### src/design/elsc_pkg.sv
package elsc_pkg;

  // ----------------------------------------------------------------
  // Bus and register map
  // ----------------------------------------------------------------
  localparam int ADDR_W = 8;
  localparam int DATA_W = 32;
  localparam int STRB_W = DATA_W / 8;
  localparam int WORD_LSB = 2;
  localparam logic [ADDR_W-1:0] OFF_LINK_CAP = 8'hbc;
  localparam logic [ADDR_W-1:0] OFF_LINK_CTRL_STAT = 8'hc0;
  localparam logic [ADDR_W-1:0] OFF_SLOT_CAP = 8'hc4;
  localparam logic [1:0] RESP_OKAY = 2'h0;
  localparam logic [1:0] RESP_SLVERR = 2'h2;

  // ----------------------------------------------------------------
  // Field positions
  // ----------------------------------------------------------------
  localparam int CAP_SPEED_LSB = 0;
  localparam int CAP_WIDTH_LSB = 4;
  localparam int CAP_ASPM_LSB = 10;
  localparam int CAP_L0S_LAT_LSB = 12;
  localparam int CAP_L1_LAT_LSB = 15;
  localparam int CTL_ASPM_LSB = 0;
  localparam int CTL_RCB_BIT = 3;
  localparam int CTL_DISABLE_BIT = 4;
  localparam int CTL_RETRAIN_BIT = 5;
  localparam int CTL_CCC_BIT = 6;
  localparam int CTL_ESYNC_BIT = 7;
  localparam int CTL_BYTE = 0;
  localparam int STA_SPEED_LSB = 16;
  localparam int STA_WIDTH_LSB = 20;
  localparam int STA_TERR_BIT = 26;
  localparam int STA_TRAINING_BIT = 27;
  localparam int STA_SCC_BIT = 28;
  localparam int SLOT_ATTN_BTN_BIT = 0;
  localparam int SLOT_MRL_BIT = 2;
  localparam int SLOT_ATTN_IND_BIT = 3;
  localparam int SLOT_PWR_IND_BIT = 4;
  localparam int SLOT_HP_CAP_BIT = 6;

  // ----------------------------------------------------------------
  // Field values
  // ----------------------------------------------------------------
  localparam logic [3:0] SPEED_2G5 = 4'h1;
  localparam logic [5:0] WIDTH_X1 = 6'h01;
  localparam logic [5:0] WIDTH_X2 = 6'h02;
  localparam logic [5:0] WIDTH_X4 = 6'h04;
  localparam logic [5:0] WIDTH_X8 = 6'h08;
  localparam logic [5:0] WIDTH_X12 = 6'h0c;
  localparam logic [5:0] WIDTH_X16 = 6'h10;
  localparam logic [5:0] WIDTH_X32 = 6'h20;
  localparam logic [1:0] ASPM_L0S_L1 = 2'h3;
  localparam logic [1:0] ASPM_OFF = 2'h0;
  localparam logic [2:0] L0S_EXIT_LAT = 3'h3;
  localparam logic [2:0] L1_EXIT_LAT = 3'h0;
  localparam logic SCC_RESET = 1'b1;
  localparam logic [1:0] STRAP_SETTLE = 2'h3;

  typedef enum logic {ELSC_CAP_WAIT, ELSC_CAP_DONE} elsc_cap_e;

  function automatic logic elsc_word_is(input logic [ADDR_W-1:0] a,
                                        input logic [ADDR_W-1:0] off);
    return a[ADDR_W-1:WORD_LSB] == off[ADDR_W-1:WORD_LSB];
  endfunction : elsc_word_is

  function automatic logic elsc_mapped(input logic [ADDR_W-1:0] a);
    return elsc_word_is(a, OFF_LINK_CAP) || elsc_word_is(a, OFF_LINK_CTRL_STAT) ||
           elsc_word_is(a, OFF_SLOT_CAP);
  endfunction : elsc_mapped

  function automatic logic elsc_legal_width(input logic [5:0] w);
    return w == WIDTH_X1 || w == WIDTH_X2 || w == WIDTH_X4 || w == WIDTH_X8 ||
           w == WIDTH_X12 || w == WIDTH_X16 || w == WIDTH_X32;
  endfunction : elsc_legal_width

endpackage : elsc_pkg

### src/design/elsc_reg_if.sv
`timescale 1ns/1ps
interface elsc_reg_if;
  import elsc_pkg::*;
  logic wr_en;
  logic [ADDR_W-1:0] wr_addr;
  logic [DATA_W-1:0] wr_data;
  logic [STRB_W-1:0] wr_strb;
  logic wr_err;
  logic rd_en;
  logic [ADDR_W-1:0] rd_addr;
  logic [DATA_W-1:0] rd_data;
  logic rd_err;

  modport bus_end (
    output wr_en, wr_addr, wr_data, wr_strb, rd_en, rd_addr,
    input wr_err, rd_data, rd_err
  );
  modport regs_end (
    input wr_en, wr_addr, wr_data, wr_strb, rd_en, rd_addr,
    output wr_err, rd_data, rd_err
  );
endinterface : elsc_reg_if

### src/design/elsc_strap_cap.sv
`timescale 1ns/1ps
module elsc_strap_cap #(
  parameter int W = 2,
  parameter logic [W-1:0] RESET_VAL = '0
) (
  // Clock and reset
  input wire logic aclk,
  input wire logic aresetn,
  input wire logic ce,
  // Strap pins and captured value
  input wire logic [W-1:0] pin_in,
  output logic [W-1:0] cap_out,
  output logic cap_valid
);
  import elsc_pkg::*;

  logic [W-1:0] sync1;
  logic [W-1:0] sync2;
  logic [1:0] settle;
  elsc_cap_e state;

  always_ff @(posedge aclk) begin
    if (!aresetn) begin
      sync1 <= '0;
      sync2 <= '0;
    end else if (ce) begin
      sync1 <= pin_in;
      sync2 <= sync1;
    end
  end

  // The strap is taken once, after the synchroniser has refilled past reset.
  always_ff @(posedge aclk) begin
    if (!aresetn) begin
      state <= ELSC_CAP_WAIT;
      settle <= '0;
      cap_out <= RESET_VAL;
    end else if (ce) begin
      case (state)
        ELSC_CAP_WAIT: begin
          if (settle == STRAP_SETTLE) begin
            cap_out <= sync2;
            state <= ELSC_CAP_DONE;
          end else begin
            settle <= settle + 2'h1;
          end
        end
        ELSC_CAP_DONE: begin
          state <= ELSC_CAP_DONE;
        end
        default: begin
          state <= ELSC_CAP_WAIT;
        end
      endcase
    end
  end

  assign cap_valid = (state == ELSC_CAP_DONE);
endmodule : elsc_strap_cap

### src/design/elsc_axil_slave.sv
`timescale 1ns/1ps
module elsc_axil_slave (
  // Clock and reset
  input wire logic aclk,
  input wire logic aresetn,
  input wire logic ce,
  // Write address and data
  input wire logic [elsc_pkg::ADDR_W-1:0] awaddr,
  input wire logic awvalid,
  output logic awready,
  input wire logic [elsc_pkg::DATA_W-1:0] wdata,
  input wire logic [elsc_pkg::STRB_W-1:0] wstrb,
  input wire logic wvalid,
  output logic wready,
  // Write response
  output logic [1:0] bresp,
  output logic bvalid,
  input wire logic bready,
  // Read
  input wire logic [elsc_pkg::ADDR_W-1:0] araddr,
  input wire logic arvalid,
  output logic arready,
  output logic [elsc_pkg::DATA_W-1:0] rdata,
  output logic [1:0] rresp,
  output logic rvalid,
  input wire logic rready,
  // Register side
  elsc_reg_if.bus_end regs
);
  import elsc_pkg::*;

  logic aw_held;
  logic w_held;
  logic [ADDR_W-1:0] aw_addr;
  logic [DATA_W-1:0] w_data;
  logic [STRB_W-1:0] w_strb;
  logic do_write;

  // Ready is withheld while the clock enable is low so no beat is lost.
  assign awready = ce & ~aw_held & ~bvalid;
  assign wready = ce & ~w_held & ~bvalid;
  assign arready = ce & ~rvalid;
  assign do_write = ce & aw_held & w_held & ~bvalid;

  assign regs.wr_en = do_write;
  assign regs.wr_addr = aw_addr;
  assign regs.wr_data = w_data;
  assign regs.wr_strb = w_strb;
  assign regs.rd_en = arvalid & arready;
  assign regs.rd_addr = araddr;

  always_ff @(posedge aclk) begin
    if (!aresetn) begin
      aw_held <= 1'b0;
      aw_addr <= '0;
    end else if (ce) begin
      if (awvalid && awready) begin
        aw_held <= 1'b1;
        aw_addr <= awaddr;
      end else if (do_write) begin
        aw_held <= 1'b0;
      end
    end
  end

  always_ff @(posedge aclk) begin
    if (!aresetn) begin
      w_held <= 1'b0;
      w_data <= '0;
      w_strb <= '0;
    end else if (ce) begin
      if (wvalid && wready) begin
        w_held <= 1'b1;
        w_data <= wdata;
        w_strb <= wstrb;
      end else if (do_write) begin
        w_held <= 1'b0;
      end
    end
  end

  always_ff @(posedge aclk) begin
    if (!aresetn) begin
      bvalid <= 1'b0;
      bresp <= RESP_OKAY;
    end else if (ce) begin
      if (do_write) begin
        bvalid <= 1'b1;
        bresp <= regs.wr_err ? RESP_SLVERR : RESP_OKAY;
      end else if (bready) begin
        bvalid <= 1'b0;
      end
    end
  end

  always_ff @(posedge aclk) begin
    if (!aresetn) begin
      rvalid <= 1'b0;
      rdata <= '0;
      rresp <= RESP_OKAY;
    end else if (ce) begin
      if (regs.rd_en) begin
        rvalid <= 1'b1;
        rdata <= regs.rd_data;
        rresp <= regs.rd_err ? RESP_SLVERR : RESP_OKAY;
      end else if (rready) begin
        rvalid <= 1'b0;
      end
    end
  end
endmodule : elsc_axil_slave

### src/design/elsc_regs.sv
// Added by the designer: the AXI4-Lite slave port.
`timescale 1ns/1ps
module elsc_regs #(
  parameter logic [5:0] MAX_WIDTH = elsc_pkg::WIDTH_X1
) (
  // Clock, reset and enable
  input wire logic aclk,
  input wire logic aresetn,
  input wire logic ce,
  // AXI4-Lite write address and data
  input wire logic [elsc_pkg::ADDR_W-1:0] awaddr,
  input wire logic awvalid,
  output logic awready,
  input wire logic [elsc_pkg::DATA_W-1:0] wdata,
  input wire logic [elsc_pkg::STRB_W-1:0] wstrb,
  input wire logic wvalid,
  output logic wready,
  // AXI4-Lite write response
  output logic [1:0] bresp,
  output logic bvalid,
  input wire logic bready,
  // AXI4-Lite read
  input wire logic [elsc_pkg::ADDR_W-1:0] araddr,
  input wire logic arvalid,
  output logic arready,
  output logic [elsc_pkg::DATA_W-1:0] rdata,
  output logic [1:0] rresp,
  output logic rvalid,
  input wire logic rready,
  // Strap pins
  input wire logic hotplug_strap,
  input wire logic forward_strap,
  // Link training state from the link core
  input wire logic [5:0] trained_width,
  input wire logic train_error,
  input wire logic training,
  // Link controls to the link core
  output logic [1:0] aspm_ctrl,
  output logic link_disable,
  output logic retrain_link,
  output logic common_clock_cfg,
  output logic extended_sync,
  output logic hotplug_active,
  output logic strap_ready
);
  import elsc_pkg::*;

  // ----------------------------------------------------------------
  // Strap capture
  // ----------------------------------------------------------------
  localparam logic [1:0] STRAP_RESET = 2'h2;

  elsc_reg_if regs ();

  logic [1:0] strap_pins;
  logic [1:0] strap_val;
  logic hp_enabled;
  logic forward;

  assign strap_pins = {forward_strap, hotplug_strap};

  // Forward is assumed until the strap is known, so the direction-locked
  // controls cannot be written during the settle window.
  elsc_strap_cap #(
    .W(2),
    .RESET_VAL(STRAP_RESET)
  ) u_strap (
    .aclk(aclk),
    .aresetn(aresetn),
    .ce(ce),
    .pin_in(strap_pins),
    .cap_out(strap_val),
    .cap_valid(strap_ready)
  );

  assign hp_enabled = strap_val[0];
  assign forward = strap_val[1];
  assign hotplug_active = hp_enabled & ~forward;

  // ----------------------------------------------------------------
  // Bus slave
  // ----------------------------------------------------------------
  elsc_axil_slave u_bus (
    .aclk(aclk),
    .aresetn(aresetn),
    .ce(ce),
    .awaddr(awaddr),
    .awvalid(awvalid),
    .awready(awready),
    .wdata(wdata),
    .wstrb(wstrb),
    .wvalid(wvalid),
    .wready(wready),
    .bresp(bresp),
    .bvalid(bvalid),
    .bready(bready),
    .araddr(araddr),
    .arvalid(arvalid),
    .arready(arready),
    .rdata(rdata),
    .rresp(rresp),
    .rvalid(rvalid),
    .rready(rready),
    .regs(regs.bus_end)
  );

  // ----------------------------------------------------------------
  // Link control
  // ----------------------------------------------------------------
  logic ctrl_wr;
  logic [7:0] ctrl_byte;

  assign ctrl_wr = regs.wr_en && elsc_word_is(regs.wr_addr, OFF_LINK_CTRL_STAT) &&
                   regs.wr_strb[CTL_BYTE];
  assign ctrl_byte = regs.wr_data[CTL_BYTE*8 +: 8];

  always_ff @(posedge aclk) begin
    if (!aresetn) begin
      aspm_ctrl <= ASPM_OFF;
    end else if (ce && ctrl_wr) begin
      aspm_ctrl <= ctrl_byte[CTL_ASPM_LSB +: 2];
    end
  end

  // Stored values are dropped when forward so a later read never shows them.
  always_ff @(posedge aclk) begin
    if (!aresetn) begin
      link_disable <= 1'b0;
      retrain_link <= 1'b0;
    end else if (ce) begin
      if (forward) begin
        link_disable <= 1'b0;
        retrain_link <= 1'b0;
      end else if (ctrl_wr) begin
        link_disable <= ctrl_byte[CTL_DISABLE_BIT];
        retrain_link <= ctrl_byte[CTL_RETRAIN_BIT];
      end
    end
  end

  always_ff @(posedge aclk) begin
    if (!aresetn) begin
      common_clock_cfg <= 1'b0;
      extended_sync <= 1'b0;
    end else if (ce && ctrl_wr) begin
      common_clock_cfg <= ctrl_byte[CTL_CCC_BIT];
      extended_sync <= ctrl_byte[CTL_ESYNC_BIT];
    end
  end

  // ----------------------------------------------------------------
  // Link status
  // ----------------------------------------------------------------
  logic [5:0] neg_width;

  // A code outside the set is ignored so the field never shows a reserved code.
  always_ff @(posedge aclk) begin
    if (!aresetn) begin
      neg_width <= WIDTH_X1;
    end else if (ce && elsc_legal_width(trained_width)) begin
      neg_width <= trained_width;
    end
  end

  // ----------------------------------------------------------------
  // Read words
  // ----------------------------------------------------------------
  logic [DATA_W-1:0] cap_word;
  logic [DATA_W-1:0] ctrl_stat_word;
  logic [DATA_W-1:0] slot_word;

  always_comb begin
    cap_word = '0;
    cap_word[CAP_SPEED_LSB +: 4] = SPEED_2G5;
    cap_word[CAP_WIDTH_LSB +: 6] = MAX_WIDTH;
    cap_word[CAP_ASPM_LSB +: 2] = ASPM_L0S_L1;
    cap_word[CAP_L0S_LAT_LSB +: 3] = L0S_EXIT_LAT;
    cap_word[CAP_L1_LAT_LSB +: 3] = L1_EXIT_LAT;
  end

  always_comb begin
    ctrl_stat_word = '0;
    ctrl_stat_word[CTL_ASPM_LSB +: 2] = aspm_ctrl;
    ctrl_stat_word[CTL_RCB_BIT] = 1'b0;
    ctrl_stat_word[CTL_DISABLE_BIT] = link_disable & ~forward;
    ctrl_stat_word[CTL_RETRAIN_BIT] = retrain_link & ~forward;
    ctrl_stat_word[CTL_CCC_BIT] = common_clock_cfg;
    ctrl_stat_word[CTL_ESYNC_BIT] = extended_sync;
    ctrl_stat_word[STA_SPEED_LSB +: 4] = SPEED_2G5;
    ctrl_stat_word[STA_WIDTH_LSB +: 6] = neg_width;
    ctrl_stat_word[STA_TERR_BIT] = train_error;
    ctrl_stat_word[STA_TRAINING_BIT] = training;
    ctrl_stat_word[STA_SCC_BIT] = SCC_RESET;
  end

  // The strap value sets these bits; they are zero until it has been taken.
  always_comb begin
    slot_word = '0;
    slot_word[SLOT_ATTN_BTN_BIT] = hotplug_active;
    slot_word[SLOT_MRL_BIT] = hotplug_active;
    slot_word[SLOT_ATTN_IND_BIT] = hotplug_active;
    slot_word[SLOT_PWR_IND_BIT] = hotplug_active;
    slot_word[SLOT_HP_CAP_BIT] = hotplug_active;
  end

  always_comb begin
    regs.rd_data = '0;
    if (elsc_word_is(regs.rd_addr, OFF_LINK_CAP)) begin
      regs.rd_data = cap_word;
    end else if (elsc_word_is(regs.rd_addr, OFF_LINK_CTRL_STAT)) begin
      regs.rd_data = ctrl_stat_word;
    end else if (elsc_word_is(regs.rd_addr, OFF_SLOT_CAP)) begin
      regs.rd_data = slot_word;
    end
  end

  assign regs.rd_err = ~elsc_mapped(regs.rd_addr);
  assign regs.wr_err = ~elsc_mapped(regs.wr_addr);
endmodule : elsc_regs

### config.mk
export PLATFORM = sky130hd
export DESIGN_NAME = elsc_regs
export DESIGN_NICKNAME = d
export VERILOG_FILES = /design/src/design/elsc_pkg.sv /design/src/design/elsc_reg_if.sv /design/src/design/elsc_strap_cap.sv /design/src/design/elsc_axil_slave.sv /design/src/design/elsc_regs.sv
export SDC_FILE = /design/constraint.sdc
export NUM_CORES = 1
export LEC_CHECK = 0
export BUFFER_PORTS_ARGS = -buffer_cell sky130_fd_sc_hd__buf_2
export CAP_MARGIN = 20
export CORE_ASPECT_RATIO = 1.5
export CORE_MARGIN = 3
export CORE_UTILIZATION = 49
export DETAILED_ROUTE_END_ITERATION = 8
export GPL_TIMING_DRIVEN = 0
export HOLD_SLACK_MARGIN = 0.05
export PLACE_DENSITY = 0.78
export SLEW_MARGIN = 20
export SYNTH_ARGS = -nofsm -noshare
export SYNTH_HDL_FRONTEND = slang
export SYNTH_HIERARCHICAL = 1
export SYNTH_SLANG_ARGS = --single-unit
### constraint.sdc
create_clock -name aclk -period 1.8 [get_ports aclk]
set_input_delay 0.18 -clock aclk [delete_from_list [all_inputs] [get_ports aclk]]
set_output_delay 0.18 -clock aclk [all_outputs]
set_load 0.01 [all_outputs]
==> flow_summary.json <==
{
  "status": "complete, no violations",
  "die_height_microns": 107.7,
  "slew_headroom_pct": 61.10,
  "dpl.hpwl_microns": 5600,
  "crit_path_start_kind": "flop",
  "cp.arrival_ns": 1.97,
  "grt_pass1_wl_microns": 12180,
  "place_congestion": 0.8089,
  "post-route-util_pct": 62.01,
  "drc_errors": 0,
  "rsz0062_at_grt": "no",
  "cellPowerDensity_nw_per_um2": 760.3,
  "final_cell_area_sq_um": 4078,
  "clk_path_buf_depth": 2,
  "antennaDiodeCount": 0,
  "portBuffers": 77,
  "rr_worst_depth": 5,
  "netlist_area_sq_um": 3381,
  "syn2layout_area_growth_pct": 20.61,
  "start_util_pct": 51.41,
  "max_clock_freq_mhz": 588.3,
  "postRouteAntennaNets": 0,
  "num_rows": 36,
  "maxCapViolCount": 0,
  "power_leakage_nw": 1.873,
  "worstReg2RegStart": "u_bus/w_held",
  "insertion_delay_ns": 0.34,
  "drt_first_pass_iters": 5,
  "period_share_pct": 94.43,
  "dieArea_sq_um": 7953,
  "finalCriticalPeriod_ns": 1.700,
  "min_to": "u_bus/regs.wr_addr[3]",
  "place_area_sq_um": 3899,
  "vias_per_cell": 4.918,
  "cts_tree": "yes",
  "ios": 119,
  "crit_required_ns": 2.07,
  "setup_viol": 0,
  "rrSetupSlack_ns": 0.10,
  "worst_pin_slew_ns": 0.5786,
  "max-vdd-ir-drop_uv": 422.3,
  "vias": 2710,
  "avgSynthCellArea_sq_um": 9.064,
  "wl_microns": 7373,
  "hold_viol": 0,
  "cts_buffers": 9,
  "htreeDepth": 3,
  "die_width_microns": 73.82,
  "antenna_found_initial": 0,
  "end_kind": "flop",
  "grt_max_degree": 13,
  "yosysWarnings": 6,
  "grt_pass1_vias": 2603,
  "drt-initial-drc-count": 147,
  "min_from": "awaddr[3]",
  "grt_overflow": 0,
  "nNetsFinal": 543,
  "cts_sinks": 72,
  "syn_inst": 373,
  "report.final.slew_viol_count": 0,
  "wl_per_cell_microns": 13.38,
  "skew_ns": 0.006492,
  "core_area_sq_um": 6576,
  "clk_pin_slew_ns": 0.07,
  "cts_root_buffer": "clkbuf_8",
  "worstPathMaxFanout": 8,
  "hold_path_depth": 3,
  "min_path_type": "in -> reg",
  "r2r-end": "link_disable",
  "grt_usage_pct": 19.72,
  "drive_gt1_share_pct": 27.16,
  "worstSetupPathType": "reg -> reg"
}
[state kept, by name, summed over array words and instances, names as in the netlist]
| signal | count |
|---|---|
| u_bus/rvalid | 1 |
| u_bus/regs.wr_data | 6 |
| aspm_ctrl | 2 |
| u_strap/cap_valid | 1 |
| common_clock_cfg | 1 |
| u_bus/regs.wr_addr | 6 |
| u_bus/bvalid | 1 |
| u_bus/w_held | 1 |
| u_bus/regs.wr_strb | 1 |
| u_bus/rresp | 1 |
| u_strap/sync2 | 2 |
| u_bus/bresp | 1 |
| u_strap/sync1 | 2 |
| extended_sync | 1 |
| link_disable | 1 |
| neg_width | 6 |
| u_bus/rdata | 32 |
| u_strap/settle | 2 |
| retrain_link | 1 |
| u_strap/cap_out | 2 |
| u_bus/aw_held | 1 |
[metrics by stage]
| stage | TNS (ns) | hold slack [ns] | total power [mW] | setup slack (ns) | std cells |
|---|---|---|---|---|---|
| floorplan | 0 | 0.3221 | 1.955 | 0.02042 | 383 |
| global placement | -0.3967 | 0.4325 | 2.059 | -0.1970 | 536 |
| detailed placement | -0.9043 | 0.4347 | 2.070 | -0.2198 | 536 |
| CTS | 0 | 0.06245 | 3.138 | 0.04096 | 549 |
| global route | 0 | 0.07604 | 3.247 | 0.02649 | 551 |
| finish | 0 | 0.07379 | 3.100 | 0.1002 | 551 |
[layout make-up]
| class | count | area, sq um |
|---|---|---|
| clock inverters | 1 | 5.005 |
| flip-flops and latches | 72 | 1441 |
| inverters | 5 | 18.77 |
| plain buffers | 39 | 275.3 |
| clock buffers | 13 | 148.9 |
| well taps | 76 | 95.09 |
| fillers | 574 | 2499 |
| repair buffers | 79 | 400.4 |
| multi-input cells | 266 | 1693 |
[how the worst max path moves through the flow]
stage	start	endpoint	slack, ns	depth (start not counted)
after floorplan	u_bus/bvalid	retrain_link	0.02	6
after global placement	ce	retrain_link	-0.20	7
after detailed placement	ce	retrain_link	-0.22	7
after CTS	u_bus/bvalid	retrain_link	0.04	5
after global routing	u_bus/bvalid	retrain_link	0.03	5
final	u_bus/w_held	link_disable	0.10	5
[report_power, final]
part	switching (mW)	internal [mW]	total, mW
sequential	0.0321	1.64	1.68
clock	0.541	0.522	1.06
combinational	0.188	0.173	0.361
[what timing repair did]
action                                  4_1_cts  5_1_grt
buffers inserted                              0        2
endpoints found under the setup margin        2        4
gates resized for setup                       1        2
pin swaps                                     0        1
hold buffers                                  0        0
[cell usage in the layout, fill, tap and decap left out, types with 3 or more instances in the layout]
cell and count:
nand2_1 117, buf_2 88, dfxtp_1 72, mux2i_1 63, buf_4 14, clkbuf_1 12, conb_1 12, nor2b_1 11
and2_1 10, clkbuf_8 10, nor2_1 6, inv_1 5, buf_6 5, nor4_2 3, and3b_1 3, nand3_1 3
[critical path: stages, from the launching register on]
cell and delay [ns]:
dfxtp_1 0.40, and4b_2 0.28, and4b_1 0.25, nand3_4 0.14
or3b_1 0.42, a21boi_1 0.14
[routing by layer]
metal	wire (microns)	global-route usage [%]	vias to the layer above
li1	-	-	1401
met1	3038	23.67	1225
met2	3797	33.12	72
met3	417	5.140	12
met4	119	7.254	0
met5	0	0	-
Power figures use the tool's default switching activity.
